[src/design/rdcc_pkg.sv]
`default_nettype none
package rdcc_pkg;

    // ------------------------------------------------------------
    // sizes
    // ------------------------------------------------------------
    localparam int NCH = 8;
    localparam int NLANE = 4;
    localparam int CFG_W = NCH * 8;

    // ------------------------------------------------------------
    // register byte indices
    // ------------------------------------------------------------
    localparam logic [3:0] IDX_SIG = 4'h0;
    localparam logic [3:0] IDX_RSVD = 4'h1;
    localparam logic [3:0] IDX_LBEC = 4'h2;
    localparam logic [3:0] IDX_INDIS = 4'h3;
    localparam logic [3:0] IDX_OUTDIS = 4'h4;
    localparam logic [3:0] IDX_CH_FIRST = 4'h5;
    localparam logic [3:0] IDX_CH_LAST = 4'hC;
    localparam logic [3:0] IDX_VTH = 4'hD;
    localparam logic [3:0] IDX_PWR = 4'hE;

    // ------------------------------------------------------------
    // field positions
    // ------------------------------------------------------------
    localparam int LBEC_LB_LSB = 4;
    localparam int LBEC_WIDTH_A = 3;
    localparam int LBEC_WIDTH_B = 2;
    localparam int LBEC_SLUMBER = 1;
    localparam int LBEC_BYPASS = 0;
    localparam int CH_EQ_LSB = 5;
    localparam int CH_DE_LSB = 3;
    localparam int CH_SW_LSB = 1;
    localparam int PWR_NORMAL = 0;

    // ------------------------------------------------------------
    // encodings and defaults
    // ------------------------------------------------------------
    localparam logic [2:0] EQ_LEAST = 3'h0;
    localparam logic [2:0] EQ_MOST = 3'h7;
    localparam logic [1:0] SWING_1V1 = 2'h0;
    localparam logic [1:0] SWING_0V5 = 2'h1;
    localparam logic [1:0] SWING_0V8 = 2'h2;
    localparam logic [1:0] SWING_1V0 = 2'h3;
    localparam logic [1:0] DE_2DB5 = 2'h0;
    localparam logic [1:0] DE_4DB5 = 2'h1;
    localparam logic [1:0] DE_6DB5 = 2'h2;
    localparam logic [1:0] DE_8DB5 = 2'h3;
    localparam logic WIDTH_FULL = 1'b0;
    localparam logic WIDTH_HALF = 1'b1;
    localparam logic [2:0] DEF_EQ = EQ_MOST;
    localparam logic [1:0] DEF_SWING = SWING_1V0;
    localparam logic [1:0] DEF_DE = DE_8DB5;
    localparam logic DEF_WIDTH = WIDTH_HALF;
    localparam logic [7:0] LBEC_RST = 8'hFE;
    localparam logic [7:0] CH_RST = 8'hFE;
    localparam logic [7:0] DIS_RST = 8'h00;
    localparam logic [7:0] VTH_RST = 8'h10;
    localparam logic [7:0] PWR_RST = 8'h01;
    localparam logic [2:0] INIT_WAIT = 3'h5;

    // ------------------------------------------------------------
    // sampled pins
    // ------------------------------------------------------------
    typedef struct packed {
        logic mode;
        logic lb_n;
        logic pd_n;
        logic width_a;
        logic width_b;
        logic [1:0] level_a;
        logic [1:0] level_b;
        logic [1:0] swing_a;
        logic [1:0] swing_b;
        logic [2:0] eq_a;
        logic [2:0] eq_b;
        logic [7:0] sig;
    } rdcc_pins_t;

    localparam int PINS_W = $bits(rdcc_pins_t);
    localparam logic [PINS_W-1:0] PINS_RST = {19'h7_FFFF, 8'h00};

    // byte bit 7 is channel 0 (a0), bit 0 is channel 7 (b3)
    function automatic logic [7:0] rev8(input logic [7:0] v);
        logic [7:0] r;
        r = '0;
        for (int i = 0; i < 8; i++) begin
            r[i] = v[7-i];
        end
        return r;
    endfunction

endpackage : rdcc_pkg
`default_nettype wire

[src/design/rdcc_route.sv]
`default_nettype none
module rdcc_route #(
    parameter int NLANE = 4
) (
    input wire logic [NLANE-1:0] lane_loopback_n_i,
    input wire logic [2*NLANE-1:0] chan_input_off_i,
    input wire logic [2*NLANE-1:0] chan_output_off_i,
    output logic [2*NLANE-1:0] input_enable_o,
    output logic [NLANE-1:0] a_tx_enable_o,
    output logic [NLANE-1:0] b_tx_enable_o,
    output logic [NLANE-1:0] b_tx_from_a_o
);
    // channel 2l is lane l side a, 2l+1 is side b
    always_comb begin
        input_enable_o = ~chan_input_off_i;
        a_tx_enable_o = '0;
        b_tx_enable_o = '0;
        b_tx_from_a_o = '0;
        for (int l = 0; l < NLANE; l++) begin
            // a transmitter only ever carries a receive data
            a_tx_enable_o[l] = !chan_output_off_i[2*l] && !chan_input_off_i[2*l];
            // loopback with b input off steers a receive to b
            b_tx_from_a_o[l] = !lane_loopback_n_i[l] && chan_input_off_i[2*l+1];
            // unfed or disabled buffers stay idle
            b_tx_enable_o[l] = !chan_output_off_i[2*l+1] &&
                (b_tx_from_a_o[l] ? !chan_input_off_i[2*l] : !chan_input_off_i[2*l+1]);
        end
    end

endmodule : rdcc_route
`default_nettype wire

[src/design/rdcc_sync.sv]
`default_nettype none
module rdcc_sync #(
    parameter int W = 8,
    parameter logic [W-1:0] RST_VAL = '0
) (
    input wire logic mclk_i,
    input wire logic nrst_i,
    input wire logic [W-1:0] async_i,
    output logic [W-1:0] sync_o
);
    typedef struct packed {
        logic [W-1:0] s1;
        logic [W-1:0] s2;
        logic [W-1:0] s3;
        logic [W-1:0] val;
    } rdcc_sync_t;

    rdcc_sync_t s_q;
    rdcc_sync_t s_d;

    // a bit moves only once stages two and three agree
    always_comb begin
        s_d = s_q;
        s_d.s1 = async_i;
        s_d.s2 = s_q.s1;
        s_d.s3 = s_q.s2;
        s_d.val = (s_q.s2 & ~(s_q.s2 ^ s_q.s3)) | (s_q.val & (s_q.s2 ^ s_q.s3));
    end

    always_ff @(posedge mclk_i or negedge nrst_i) begin
        if (!nrst_i) begin
            s_q <= '{RST_VAL, RST_VAL, RST_VAL, RST_VAL};
        end else begin
            s_q <= s_d;
        end
    end

    assign sync_o = s_q.val;

endmodule : rdcc_sync
`default_nettype wire

[src/design/rdcc_top.sv]
// Behaviour
// - config-source strap is live, never latched
// - strap high: ignore access, use defaults
// - default de-emphasis 8.5dB code 11, half-bit
// - default swing code 11, 1V
// - default equalizer code 111
// - strap low: all control registers writable
// - straps captured into registers at power-on
// - equalizer: three bits, eight rising levels
// - register mode: equalizer per channel
// - strap mode: every channel takes default equalizer code 111
// - swing and de-emphasis shared per group
// - swing codes 1.1, 0.5, 0.8, 1.0V
// - channel bits 4:3 hold de-emphasis level
// - byte 2 bits 3:2 select group widths
// - squelch output while input below threshold
// - threshold one-hot, default bit 4
// - loopback strap acts on all lanes
// - low strap enables loopback, per-lane bits
// - loopback bit 1, none disabled: normal
// - bit 0, only b input off: broadcast
// - disables give loopback, mux and demux
// - byte 2: lane bits 7:4, widths 3:2
// - disable bits switch buffers off
`default_nettype none
module rdcc_top (
    input wire logic mclk_i,
    input wire logic nrst_i,
    input wire logic mode_strap_i,
    input wire logic loopback_strap_n_i,
    input wire logic powerdown_strap_n_i,
    input wire logic group_a_deemph_width_i,
    input wire logic group_b_deemph_width_i,
    input wire logic group_a_deemph_level_hi_i,
    input wire logic group_a_deemph_level_lo_i,
    input wire logic group_b_deemph_level_hi_i,
    input wire logic group_b_deemph_level_lo_i,
    input wire logic group_a_swing_hi_i,
    input wire logic group_a_swing_lo_i,
    input wire logic group_b_swing_hi_i,
    input wire logic group_b_swing_lo_i,
    input wire logic [2:0] group_a_eq_sel_i,
    input wire logic [2:0] group_b_eq_sel_i,
    input wire logic [rdcc_pkg::NCH-1:0] sig_detect_i,
    input wire logic reg_wr_i,
    input wire logic reg_rd_i,
    input wire logic [3:0] reg_idx_i,
    input wire logic [7:0] reg_wdata_i,
    output logic [7:0] reg_rdata_o,
    output logic reg_ack_o,
    output logic [3*rdcc_pkg::NCH-1:0] eq_code_o,
    output logic [1:0] group_a_swing_o,
    output logic [1:0] group_b_swing_o,
    output logic [1:0] group_a_deemph_level_o,
    output logic [1:0] group_b_deemph_level_o,
    output logic group_a_deemph_width_o,
    output logic group_b_deemph_width_o,
    output logic [7:0] vth_sel_o,
    output logic [rdcc_pkg::NCH-1:0] squelch_o,
    output logic [rdcc_pkg::NCH-1:0] input_enable_o,
    output logic [rdcc_pkg::NLANE-1:0] a_tx_enable_o,
    output logic [rdcc_pkg::NLANE-1:0] b_tx_enable_o,
    output logic [rdcc_pkg::NLANE-1:0] b_tx_from_a_o,
    output logic powerdown_o,
    output logic slumber_en_o,
    output logic bypass_o
);
    import rdcc_pkg::*;

    // ------------------------------------------------------------
    // state
    // ------------------------------------------------------------
    typedef struct packed {
        logic [7:0] lbec;
        logic [7:0] indis;
        logic [7:0] outdis;
        logic [CFG_W-1:0] chcfg;
        logic [7:0] vth;
        logic [7:0] pwr;
        logic [2:0] init_cnt;
        logic init_done;
        logic [7:0] rdata;
        logic ack;
        logic [3*NCH-1:0] eq;
        logic [1:0] swa;
        logic [1:0] swb;
        logic [1:0] dla;
        logic [1:0] dlb;
        logic wa;
        logic wb;
        logic [NCH-1:0] squelch;
        logic [NCH-1:0] inen;
        logic [NLANE-1:0] atx;
        logic [NLANE-1:0] btx;
        logic [NLANE-1:0] bfa;
    } rdcc_state_t;

    localparam rdcc_state_t STATE_RST = '{
        lbec: LBEC_RST, indis: DIS_RST, outdis: DIS_RST, chcfg: {NCH{CH_RST}},
        vth: VTH_RST, pwr: PWR_RST, init_cnt: 3'h0, init_done: 1'b0,
        rdata: 8'h00, ack: 1'b0, eq: {NCH{DEF_EQ}}, swa: DEF_SWING, swb: DEF_SWING,
        dla: DEF_DE, dlb: DEF_DE, wa: DEF_WIDTH, wb: DEF_WIDTH,
        squelch: {NCH{1'b1}}, inen: {NCH{1'b1}}, atx: '0, btx: '0, bfa: '0};

    rdcc_state_t s_q;
    rdcc_state_t s_d;
    rdcc_pins_t pins;
    logic [PINS_W-1:0] pins_raw;
    logic [PINS_W-1:0] pins_sync;
    logic access_ok;
    logic [7:0] lbec_rev;
    logic [NCH-1:0] r_inen;
    logic [NLANE-1:0] r_atx;
    logic [NLANE-1:0] r_btx;
    logic [NLANE-1:0] r_bfa;

    function automatic logic [7:0] ch_byte(input logic [CFG_W-1:0] cfg, input int i);
        return cfg[i*8 +: 8];
    endfunction

    // ------------------------------------------------------------
    // pin sampling
    // ------------------------------------------------------------
    assign pins_raw = {mode_strap_i, loopback_strap_n_i, powerdown_strap_n_i,
        group_a_deemph_width_i, group_b_deemph_width_i,
        group_a_deemph_level_hi_i, group_a_deemph_level_lo_i,
        group_b_deemph_level_hi_i, group_b_deemph_level_lo_i,
        group_a_swing_hi_i, group_a_swing_lo_i, group_b_swing_hi_i, group_b_swing_lo_i,
        group_a_eq_sel_i, group_b_eq_sel_i, sig_detect_i};

    rdcc_sync #(
        .W(PINS_W),
        .RST_VAL(PINS_RST)
    ) u_sync (
        .mclk_i(mclk_i),
        .nrst_i(nrst_i),
        .async_i(pins_raw),
        .sync_o(pins_sync)
    );

    assign pins = rdcc_pins_t'(pins_sync);

    // mode is read live every cycle, no copy is kept
    assign access_ok = !pins.mode && s_q.init_done;

    // ------------------------------------------------------------
    // routing
    // ------------------------------------------------------------
    // lane 0 sits in bit 7, so the byte is flipped before slicing
    assign lbec_rev = rev8(s_q.lbec);

    rdcc_route #(
        .NLANE(NLANE)
    ) u_route (
        .lane_loopback_n_i(lbec_rev[NLANE-1:0]),
        .chan_input_off_i(rev8(s_q.indis)),
        .chan_output_off_i(rev8(s_q.outdis)),
        .input_enable_o(r_inen),
        .a_tx_enable_o(r_atx),
        .b_tx_enable_o(r_btx),
        .b_tx_from_a_o(r_bfa)
    );

    // ------------------------------------------------------------
    // next state
    // ------------------------------------------------------------
    always_comb begin
        logic [7:0] cb;
        cb = 8'h00;
        s_d = s_q;
        s_d.ack = 1'b0;
        // power-on capture waits for the samplers to settle
        if (!s_q.init_done) begin
            s_d.init_cnt = s_q.init_cnt + 3'h1;
            if (s_q.init_cnt == INIT_WAIT) begin
                s_d.init_done = 1'b1;
                s_d.lbec[LBEC_LB_LSB +: NLANE] = {NLANE{pins.lb_n}};
                s_d.lbec[LBEC_WIDTH_A] = pins.width_a;
                s_d.lbec[LBEC_WIDTH_B] = pins.width_b;
                s_d.pwr[PWR_NORMAL] = pins.pd_n;
                for (int i = 0; i < NCH; i++) begin
                    s_d.chcfg[i*8 +: 8] = (i % 2 == 0) ?
                        {pins.eq_a, pins.level_a, pins.swing_a, 1'b0} :
                        {pins.eq_b, pins.level_b, pins.swing_b, 1'b0};
                end
            end
        end
        // register access is dropped without answer in strap mode
        if (access_ok && (reg_wr_i || reg_rd_i)) begin
            s_d.ack = 1'b1;
            s_d.rdata = 8'h00;
            if (reg_wr_i) begin
                // every control byte takes the write, the power byte keeps only bit 0
                case (reg_idx_i)
                    IDX_LBEC: s_d.lbec = reg_wdata_i;
                    IDX_INDIS: s_d.indis = reg_wdata_i;
                    IDX_OUTDIS: s_d.outdis = reg_wdata_i;
                    IDX_VTH: s_d.vth = reg_wdata_i;
                    IDX_PWR: s_d.pwr = reg_wdata_i & PWR_RST;
                    default: begin
                        if (reg_idx_i >= IDX_CH_FIRST && reg_idx_i <= IDX_CH_LAST) begin
                            s_d.chcfg[(reg_idx_i - IDX_CH_FIRST)*8 +: 8] = reg_wdata_i;
                        end
                    end
                endcase
            end else begin
                case (reg_idx_i)
                    IDX_SIG: s_d.rdata = rev8(pins.sig);
                    IDX_RSVD: s_d.rdata = 8'h00;
                    IDX_LBEC: s_d.rdata = s_q.lbec;
                    IDX_INDIS: s_d.rdata = s_q.indis;
                    IDX_OUTDIS: s_d.rdata = s_q.outdis;
                    IDX_VTH: s_d.rdata = s_q.vth;
                    IDX_PWR: s_d.rdata = s_q.pwr;
                    default: begin
                        if (reg_idx_i >= IDX_CH_FIRST && reg_idx_i <= IDX_CH_LAST) begin
                            s_d.rdata = s_q.chcfg[(reg_idx_i - IDX_CH_FIRST)*8 +: 8];
                        end
                    end
                endcase
            end
        end
        // strap mode forces the fixed defaults, registers keep their value
        for (int i = 0; i < NCH; i++) begin
            cb = ch_byte(s_q.chcfg, i);
            s_d.eq[i*3 +: 3] = pins.mode ? DEF_EQ : cb[CH_EQ_LSB +: 3];
        end
        // group swing and de-emphasis come from the group's first channel byte, widths from byte 2
        cb = ch_byte(s_q.chcfg, 0);
        s_d.swa = pins.mode ? DEF_SWING : cb[CH_SW_LSB +: 2];
        s_d.dla = pins.mode ? DEF_DE : cb[CH_DE_LSB +: 2];
        cb = ch_byte(s_q.chcfg, 1);
        s_d.swb = pins.mode ? DEF_SWING : cb[CH_SW_LSB +: 2];
        s_d.dlb = pins.mode ? DEF_DE : cb[CH_DE_LSB +: 2];
        s_d.wa = pins.mode ? DEF_WIDTH : s_q.lbec[LBEC_WIDTH_A];
        s_d.wb = pins.mode ? DEF_WIDTH : s_q.lbec[LBEC_WIDTH_B];
        s_d.squelch = ~pins.sig;
        s_d.inen = r_inen;
        s_d.atx = r_atx;
        s_d.btx = r_btx;
        s_d.bfa = r_bfa;
    end

    always_ff @(posedge mclk_i or negedge nrst_i) begin
        if (!nrst_i) begin
            s_q <= STATE_RST;
        end else begin
            s_q <= s_d;
        end
    end

    // ------------------------------------------------------------
    // outputs
    // ------------------------------------------------------------
    assign reg_rdata_o = s_q.rdata;
    assign reg_ack_o = s_q.ack;
    assign eq_code_o = s_q.eq;
    assign group_a_swing_o = s_q.swa;
    assign group_b_swing_o = s_q.swb;
    assign group_a_deemph_level_o = s_q.dla;
    assign group_b_deemph_level_o = s_q.dlb;
    assign group_a_deemph_width_o = s_q.wa;
    assign group_b_deemph_width_o = s_q.wb;
    assign vth_sel_o = s_q.vth;
    assign squelch_o = s_q.squelch;
    assign input_enable_o = s_q.inen;
    assign a_tx_enable_o = s_q.atx;
    assign b_tx_enable_o = s_q.btx;
    assign b_tx_from_a_o = s_q.bfa;
    // pin and slumber controls never pass the strap mode gate
    assign powerdown_o = !s_q.pwr[PWR_NORMAL];
    assign slumber_en_o = s_q.lbec[LBEC_SLUMBER];
    assign bypass_o = s_q.lbec[LBEC_BYPASS];

    // ------------------------------------------------------------
    // checks
    // ------------------------------------------------------------
    a_mode_blocks_bus: assert property (@(posedge mclk_i) disable iff (!nrst_i)
        pins.mode && (reg_wr_i || reg_rd_i) |=> !reg_ack_o)
        else $error("access answered in strap mode");

    a_low_mode_answers: assert property (@(posedge mclk_i) disable iff (!nrst_i)
        access_ok && reg_wr_i |=> reg_ack_o)
        else $error("write not answered with strap low");

    a_vth_write_lands: assert property (@(posedge mclk_i) disable iff (!nrst_i)
        access_ok && reg_wr_i && reg_idx_i == IDX_VTH |=> vth_sel_o == $past(reg_wdata_i))
        else $error("threshold write lost");

    a_strap_eq_default: assert property (@(posedge mclk_i) disable iff (!nrst_i)
        pins.mode |=> eq_code_o == {NCH{DEF_EQ}})
        else $error("equalizer not default in strap mode");

    a_strap_out_default: assert property (@(posedge mclk_i) disable iff (!nrst_i)
        pins.mode |=> group_a_swing_o == 2'h3 && group_b_deemph_level_o == 2'h3 && group_a_deemph_width_o)
        else $error("output defaults missing in strap mode");

    a_chan_eq_follows: assert property (@(posedge mclk_i) disable iff (!nrst_i)
        !pins.mode |=> eq_code_o[5:3] == $past(s_q.chcfg[15:13]))
        else $error("channel equalizer not from its byte");

    a_squelch_tracks: assert property (@(posedge mclk_i) disable iff (!nrst_i)
        !pins.sig[0] |=> squelch_o[0])
        else $error("idle channel not squelched");

    a_init_capture: assert property (@(posedge mclk_i) disable iff (!nrst_i)
        $rose(s_q.init_done) |-> s_q.lbec[7] == $past(pins.lb_n) && powerdown_o == !$past(pins.pd_n))
        else $error("straps not captured at start");

    a_normal_route: assert property (@(posedge mclk_i) disable iff (!nrst_i)
        s_q.lbec[7] && !s_q.indis[7] && !s_q.indis[6] && !s_q.outdis[7] && !s_q.outdis[6]
        |=> a_tx_enable_o[0] && b_tx_enable_o[0] && !b_tx_from_a_o[0])
        else $error("lane 0 not in normal routing");

    a_broadcast_route: assert property (@(posedge mclk_i) disable iff (!nrst_i)
        !s_q.lbec[7] && !s_q.indis[7] && s_q.indis[6] && !s_q.outdis[7] && !s_q.outdis[6]
        |=> a_tx_enable_o[0] && b_tx_enable_o[0] && b_tx_from_a_o[0])
        else $error("lane 0 not broadcasting");

endmodule : rdcc_top
`default_nettype wire

[config.mk]
export PLATFORM = sky130hd
export DESIGN_NAME = rdcc_top
export DESIGN_NICKNAME = d
export VERILOG_FILES = /design/src/design/rdcc_pkg.sv /design/src/design/rdcc_route.sv /design/src/design/rdcc_sync.sv /design/src/design/rdcc_top.sv
export SDC_FILE = /design/constraint.sdc
export NUM_CORES = 1
export LEC_CHECK = 0
export BUFFER_PORTS_ARGS = -buffer_cell sky130_fd_sc_hd__buf_4
export CORE_MARGIN = 5
export CORE_UTILIZATION = 45
export DETAILED_ROUTE_END_ITERATION = 12
export PLACE_DENSITY_LB_ADDON = 0.15
export SETUP_SLACK_MARGIN = 0.2
export SYNTH_ARGS = -nofsm -noshare
export SYNTH_HDL_FRONTEND = slang
export SYNTH_HIERARCHICAL = 1
export SYNTH_SLANG_ARGS = --single-unit
[constraint.sdc]
create_clock -name mclk_i -period 3.9 [get_ports mclk_i]
set_input_delay 0.39 -clock mclk_i [delete_from_list [all_inputs] [get_ports mclk_i]]
set_output_delay 0.39 -clock mclk_i [all_outputs]
set_load 0.05 [all_outputs]
== After elaboration in Yosys (flattened, before gate mapping) ==
Cells that the tools add are included.

* Add/sub/neg operators: 3
* Magnitude comparators: 2
* Eq/ne operators: 7
* Shift-type cells: 3
* Multiplexer cells: 39
* Bitwise gates (word level): 7
* Reduce and logical (&&, ||, !) cells: 44

{| class="wikitable"
|+ Operator list
! operator !! count
|-
| $mux W64 || 4
|-
| $mux W104 || 2
|-
| $bwmux W64 || 1
|-
| $shift A8 B34 Y64 const A || 1
|-
| $shiftx A64 B33 Y8 || 1
|-
| $shiftx A8 B34 Y64 || 1
|-
| $pmux W8 S7 || 1
|-
| $and A27 B27 Y27 || 2
|-
| $mux W8 || 6
|-
| $neg A32 Y34 || 1
|-
| $not A27 Y27 || 1
|-
| $or A27 B27 Y27 || 1
|-
| $xor A27 B27 Y27 || 1
|-
| $mux W3 || 8
|-
| $logic_not A1 Y1 || 22
|-
| $not A8 Y8 || 2
|-
| $logic_and A1 B1 Y1 || 15
|-
| $mux W6 || 2
|-
| $reduce_and A3 Y1 || 4
|-
| $mux W1 || 10
|-
| $eq A4 B2 Y1 const B || 2
|-
| $eq A4 B4 Y1 const B || 2
|-
| $mux W2 || 4
|-
| $mux W5 || 1
|-
| 10 further kinds || 10
|}

* Register bits: 280
* Output and inout port bits: 82

== Depth between registers and ports, before layout ==
Gate-level depths: netlist (run 1).

* Depth in word-level cells: 8
* Gate-level depth with buffers: 15
* Mapped depth without buffers: 13

== Modules after synthesis ==
The synthesis (run 1) kept the hierarchy.

{| class="wikitable"
|+ By module, submodules not included
! module !! times used !! cells each !! area an instance (µm²) !! sequential area each (µm²)
|-
| rdcc_top || 1 || 722 || 8709.6 || 4448.0
|-
| rdcc_sync || 1 || 162 || 3304.4 || 2797.7
|-
| rdcc_route || 1 || 24 || 105.1 || 0.0
|}

== Worst setup path after synthesis (run 1) ==
OpenSTA, ideal clock, no wires.

* Kind: input port to flip-flop
* Start point: input port reg_idx_i[0]
* End point: register s_q[91] (netlist name)
* Library setup time: 127 ps
* Data arrival time: 3485 ps
* Data required time: 3773 ps
* Slack: 288 ps
* Cell stages on the path: 12
* Cell sequence: buf_4 > inv_2 > ha_1 > clkbuf_1 > clkbuf_1 > nand3_1 > ha_1 > nor4b_1 > nand3_1 > a2111oi_4 > nand4_4 > mux2i_1

{| class="wikitable"
|+ RTL lines
! item !! RTL line !! text
|-
| start, declared || rdcc_top.sv:47 || <nowiki>input wire logic [3:0] reg_idx_i,</nowiki>
|-
| end signal, assigned || rdcc_top.sv:246 || <nowiki>s_q <= STATE_RST;</nowiki>
|-
| end signal, assigned || rdcc_top.sv:248 || <nowiki>s_q <= s_d;</nowiki>
|-
| end, declared || rdcc_top.sv:105 || <nowiki>rdcc_state_t s_q;</nowiki>
|}

==> results.md, run 1 <==
- Proportion of synthesized area in mux cells: 0.117
- Post-Syn Area: 0.0121 mm2
- Hold Path Class: input port to register
- Total I/O pin count: approximately 130
- Register area share after synthesis: 0.598
- RSZ-0062 raised after global routing: no
- Tmin final: ~3.1 ns
- Layout cells sized above 1: 0.512
- HPWL after detailed placement: approximately 18 mm
- Largest net degree at the start of global routing: 110
- Worst Skew: 0.0123 ns
- Detail Route Antenna Nets: 0
- Starting Density: 0.453
- Area leader, netlist: dfstp_2
- GR Util met3: 0.0296
- Layout overhead on the synthesized area: 15.8%
- Met2 GRT Util: 0.265
- Power Dens Cells: 553 mW/mm2
- Core footprint: 0.0267 mm2
- CTS tree: done
- Clock tree buffer depth: 3
- CP required: roughly 4.3 ns
- Syn_nets: 964
- Clock-pin slew on the worst setup and hold paths: 0.06 ns
- Busiest grt layer: met2
- Total Routed Length: 26.1 mm
- Avg Inst Size Synth: 13.3 um2
- Startpoint Class: input port
- Final Power: a little under 8000 uW
- Worst Tran Pin Value: 0.987 ns
- Post-CTS Setup Repair Bufs: 0
- Gate Count Post-Synth: 908
- Nets: 1028
- Drt via density: approximately 5.2
- GRT Total Usage: 0.173
- Die H: 174 um
- CP Max Fanout: 17
- Hold violation total from the final report: 0
- Tcrit/Tclk final: 0.795
- Grt total ovfl: 0
- Post-synth top area share: 0.414
- Ys flop type: dfstp_2
- Final setup viols: 0
- Post-Route Utilization: 0.525
- Final Max Tran Viols: 0
- # Max-Cap Violations: 0
- Crit Path Class: input port to register
- Largest family of logic cells by synthesized area: multiplexers
- DRT Pass-1 Iters: 5
- Post-synth EDFFs: 0
- Yosys reg bits: 280
- Leak pwr: 0.00626 uW
- DRC: 0
- Die area: 0.0303 mm2
- Crit end category: register
- Maximum vdd ir drop: 0.000313 V
- Rows: 60
- Worst slew margin: 0.341
- Inserted Diodes: 0
- TritonCTS Buffers: 31
- Xor/xnor share of the synthesized area: 0.00351
- Compound-Gate Fraction of Synth Area: 0.0709
- Initial DRC count: 362
- Status: finished, final reports clean
- Asr flop ratio synth: 1.00
- DR WL/cell: 19.5 um
- Initial antenna violation count: 0
- Die W: 174 um
- Setup TNS: 0 ns
- Met1 usage: 0.249
- Skew-Pair Late Insertion Delay: 0.55 ns
- Clock Sinks: between 200 and 300
- Post-synth cell types: 57
- Global-route wire length before repair: about 42 mm
- Number of global-route vias before repair: 7213
- PortBufs: 124
- Simple-Gate Fraction of Synth Area: 0.0859
- Synth Area in Adders: 0.0385
- Yosys warns: 6
- Root Buffer Master: clkbuf_16
- H-tree depth: 1
- RD Place Congestion: 0.842
- Synth area leaders: dfstp_2 41%, dfrtp_1 18%, buf_4 6.5%
- Detailed-route via count: approximately 7k
- Highest clock rate: 322 MHz
- WP data arrival: 3.51 ns
[cells in the mapped netlist (14+ instances only)]
cell / number
and2_1: 19
or2_2: 35
mux4_2: 16
mux2_2: 25
inv_1: 33
mux2i_1: 78
a21oi_1: 70
nor2_1: 18
o21ai_0: 14
buf_4: 105
dfrtp_1: 89
clkbuf_1: 26
dfstp_2: 191
nand2_1: 33
maj3_2: 27
[path summary, 6_finish.rpt]
kind / from / to / slack (ns) / cells past startpoint
worst max-delay path: reg_idx_i[0] / s_q[99] / 0.80 / 13
worst min-delay path: reg_wdata_i[3] / s_q[94] / 0.10 / 3
worst max register to register: register / reg_rdata_o[1] / 1.49 / 5
worst min register to register: u_sync/s_d[61] / u_sync/s_d[34] / 0.35 / 0
max in group asynchronous: nrst_i / s_q[134] / 2.42 / 3
min in group asynchronous: nrst_i / u_sync/s_d[60] / 0.51 / 2
[per-stage QoR]
| step | std cells | setup slack [ns] | cell area, um2 | hold slack [ns] |
|---|---|---|---|---|
| floorplan | 908 | 0.288 | 12100 | 0.0944 |
| global placement | 1252 | 0.326 | 12700 | 0.332 |
| detailed placement | 1252 | 0.230 | 12700 | 0.335 |
| CTS | 1337 | 0.807 | 14000 | 0.0768 |
| global route | 1337 | 0.523 | 14000 | 0.0831 |
| finish | 1337 | 0.799 | 14000 | 0.103 |
[metal layers]
metal | wire (um) | up-vias
met3 | 1470 | 58
met1 | 11800 | 3532
li1 | - | 3185
met5 | 0 | -
met4 | 852 | 0
met2 | 12000 | 202
[critical path, stage by stage]
cell	delay, ns
buf_4	0.12
buf_4	0.21
nor2_1	0.28
xnor2_1	0.10
o21ai_0	0.21
and2_1	0.19
inv_1	0.05
ha_1	0.27
nor4bb_1	0.31
nand3_1	0.32
a2111oi_4	0.53
nand3_4	0.30
mux2i_1	0.20
[area by class of cell]
| class | count | area (um2) |
|---|---|---|
| Timing Repair Buffer | 167 | 1340 |
| Clock buffer | 46 | 935 |
| Inverter | 35 | 131 |
| Fill cell | 2315 | 12700 |
| Sequential cell | 280 | 7250 |
| Multi-Input combinational cell | 457 | 3830 |
| Clock inverter | 11 | 114 |
| Tap cell | 341 | 427 |
[sequential cells by signal, summed over array words and instances, names as in the netlist, named ones only]
| register | flops |
|---|---|
| input_enable_o | 8 |
| group_b_swing_o | 2 |
| group_a_deemph_level_o | 2 |
| eq_code_o | 24 |
| squelch_o | 8 |
| b_tx_enable_o | 4 |
| group_a_swing_o | 2 |
| group_b_deemph_width_o | 1 |
| u_sync/s_q | 27 |
| u_sync/s_d | 54 |
| slumber_en_o | 1 |
| s_q | 85 |
| vth_sel_o | 8 |
| bypass_o | 1 |
| lbec_rev | 6 |
| a_tx_enable_o | 4 |
| reg_rdata_o | 8 |
| b_tx_from_a_o | 4 |
| reg_ack_o | 1 |
| group_b_deemph_level_o | 2 |
| group_a_deemph_width_o | 1 |
[timing repair]
item | in CTS | in global routing
hold buffers | 28 | 0
endpoints found under the hold margin | 64 | 0
resized for setup | 0 | 0
[cell usage in the layout, fill, tap and decap left out, types with 17 or more instances in the layout]
| cell type | netlist | routed |
|---|---|---|
| buf_4 | 105 | 137 |
| maj3_2 | 27 | 27 |
| inv_1 | 33 | 33 |
| dlygate4sd3_1 | 0 | 28 |
| dfrtp_1 | 89 | 89 |
| clkbuf_16 | 0 | 33 |
| or2_2 | 35 | 35 |
| nand2_1 | 33 | 33 |
| mux2i_1 | 78 | 78 |
| mux2_2 | 25 | 25 |
| dfstp_2 | 191 | 191 |
| and2_1 | 19 | 19 |
| a21oi_1 | 70 | 70 |
| nor2_1 | 18 | 17 |
[power breakdown]
part           total [uW]  switching, uW  internal, uW
combinational        1290            824           467
clock                2920           1130          1780
sequential           3560            209          3350
[cells by family (layout without fill, tap and decap cells)]
| kind of cell | count (synthesis) | count (layout) |
|---|---|---|
| compound gates | 128 | 128 |
| mux | 119 | 119 |
| fa+ha+maj | 40 | 40 |
| buf+inv | 171 | 259 |
| flops | 280 | 280 |
| xor+xnor | 4 | 4 |
| simple gates | 166 | 166 |
Note: power is estimated with default switching activity, not from simulation.
==> inputs of run 2 (changes only) <==
==> constraint.sdc (replaced) <==
create_clock -name mclk_i -period 3.15 [get_ports mclk_i]
set_input_delay 0.315 -clock mclk_i [delete_from_list [all_inputs] [get_ports mclk_i]]
set_output_delay 0.315 -clock mclk_i [all_outputs]
set_load 0.05 [all_outputs]
==> results.md, run 2 (same netlist as run 1, synthesis figures left out) <==
- DR WL/cell: 19.0 um
- Initial antenna violation count: 0
- Final Power: 9540 uW
- Detail Route Antenna Nets: 0
- Die area: about 0.030 mm2
- RD Place Congestion: 0.836
- Final worst setup slack: approximately 0.46 ns
- Highest clock rate: 372 MHz
- Commonest non-fill, non-tap cell in the layout: dfstp_2
- Fillers: between 2k and 2.5k
- Final Max Tran Viols: 0
- Setup Slack @ Placement: -0.0582 ns
- Fin cells: approximately 1.4k
- Worst Skew: ~0.016 ns
- H-tree depth: 1
- Rows: 60
- Nets: 1043
- Die H: around 170 um
- DRC: 0
- Global-route wire length before repair: 41.7 mm
- WL met2: 11.9 mm
- Drt via density: 5.14
- Leak pwr: between 0.006 and 0.007 uW
- Placed instance count: 1268
- CTS tree: done
- # Max-Cap Violations: 0
- PortBufs: 124
- Largest net degree at the start of global routing: 87
- Clock tree buffer depth: 3
- Detailed-route via count: 6938
- Clock-pin slew on the worst setup and hold paths: about 0.06 ns
- Worst Tran Pin Value: 0.817 ns
- Layout cells sized above 1: 0.518
- Root Buffer Master: clkbuf_16
- Status: finished, final reports clean
- Layout overhead on the synthesized area: 16.8%
- TritonCTS Buffers: 30
- Inserted Diodes: 0
- WP data arrival: 3.14 ns
- Hold Path Class: input port to register
- Final setup viols: 0
- Cell area after layout: 0.0142 mm2
- Startpoint Class: input port
- Starting Density: 0.453
- Total Routed Length: 25.7 mm
- DRT Pass-1 Iters: 5
- Core footprint: 0.0267 mm2
- Commonest cells after routing, fill and taps aside: 191 x dfstp_2, 151 x buf_4, 89 x dfrtp_1
- Tcrit/Tclk final: 0.853
- Power Dens Cells: between 600 and 700 mW/mm2
- HPWL after detailed placement: 17.4 mm
- Metal-1 WL: 11.7 mm
- Crit end category: register
- Post-Place Cell Area: between 0.01 and 0.015 mm2
- Highest Signal Layer: met4
- Maximum vdd ir drop: 0.000416 V
- CP required: 3.60 ns
- Crit Path Class: input port to register
- Largest register by flop count: s_q
- CP Max Fanout: 8
- Hold violation total from the final report: 0
- Die W: 174 um
- Total I/O pin count: 125
- Post-CTS Resized: 0
- RSZ-0062 raised after global routing: no
- Max reg flops: 85
- Clock Sinks: 280
- Skew-Pair Late Insertion Delay: 0.55 ns
- WL met3: 1.56 mm
- Initial DRC count: 376
- Tmin final: 2.69 ns
- Number of global-route vias before repair: 7268
- Grt total ovfl: 0
- GRT Total Usage: 0.170
- Worst slew margin: 0.452
run 2: layout make-up:
| cell class | instances | area [um2] | share of cell area |
|---|---|---|---|
| Clock buffer | 50 | 927 | 0.0655 |
| Clock inverter | 5 | 75.1 | 0.00530 |
| Inverter | 35 | 136 | 0.00964 |
| Multi-Input combinational cell | 457 | 3850 | 0.272 |
| Sequential cell | 280 | 7250 | 0.512 |
| Tap cell | 341 | 427 | 0.0301 |
| Timing Repair Buffer | 183 | 1490 | 0.105 |
run 2: final timing paths:
check | from | end | slack, ns | depth (start not counted)
worst max-delay path | reg_idx_i[1] | s_q[94] | 0.46 | 14
worst min-delay path | reg_wdata_i[2] | s_q[93] | 0.04 | 3
worst max register to register | s_q[71] | s_q[115] | 1.20 | 6
worst min register to register | u_sync/s_d[60] | u_sync/s_d[33] | 0.34 | 0
max in group asynchronous | nrst_i | s_q[96] | 1.82 | 3
min in group asynchronous | nrst_i | u_sync/s_d[33] | 0.32 | 2
run 2: timing repair:
| item | CTS | global route |
|---|---|---|
| hold buffers | 28 | 0 |
| hold endpoints to repair | 49 | 0 |
| buffers inserted | 0 | 0 |
| endpoints found under the setup margin | 0 | 0 |
run 2: routing by layer:
| metal | vias up | global-route usage |
|---|---|---|
| met1 | 3510 | 0.246 |
| met5 | - | 0 |
| met3 | 34 | 0.0350 |
| met2 | 184 | 0.265 |
| li1 | 3210 | - |
| met4 | 0 | 0.0429 |
run 2: report_power, final:
part / internal (uW) / switching, uW
sequential: 4140 / 238
combinational: 597 / 1050
clock: 2150 / 1360
run 2: through the flow:
stage | hold slack, ns | util | TNS (ns)
after CTS | 0.0210 | 0.530 | 0
after detailed placement | 0.325 | 0.482 | -0.618
after global placement | 0.323 | 0.482 | 0
final | 0.0446 | 0.530 | 0
after global routing | 0.0180 | 0.530 | 0
after floorplan | 0.0194 | - | 0
run 2: worst max-delay path, cell delays in order:
cell and delay, ns:
buf_4 0.11, inv_1 0.08, ha_4 0.19, inv_2 0.05
nand2_1 0.06, o21ai_1 0.15, and2_1 0.17, inv_1 0.05
ha_1 0.29, nor4bb_1 0.29, nand3_1 0.27, a2111oi_4 0.55
nand4_4 0.29, mux2i_1 0.26
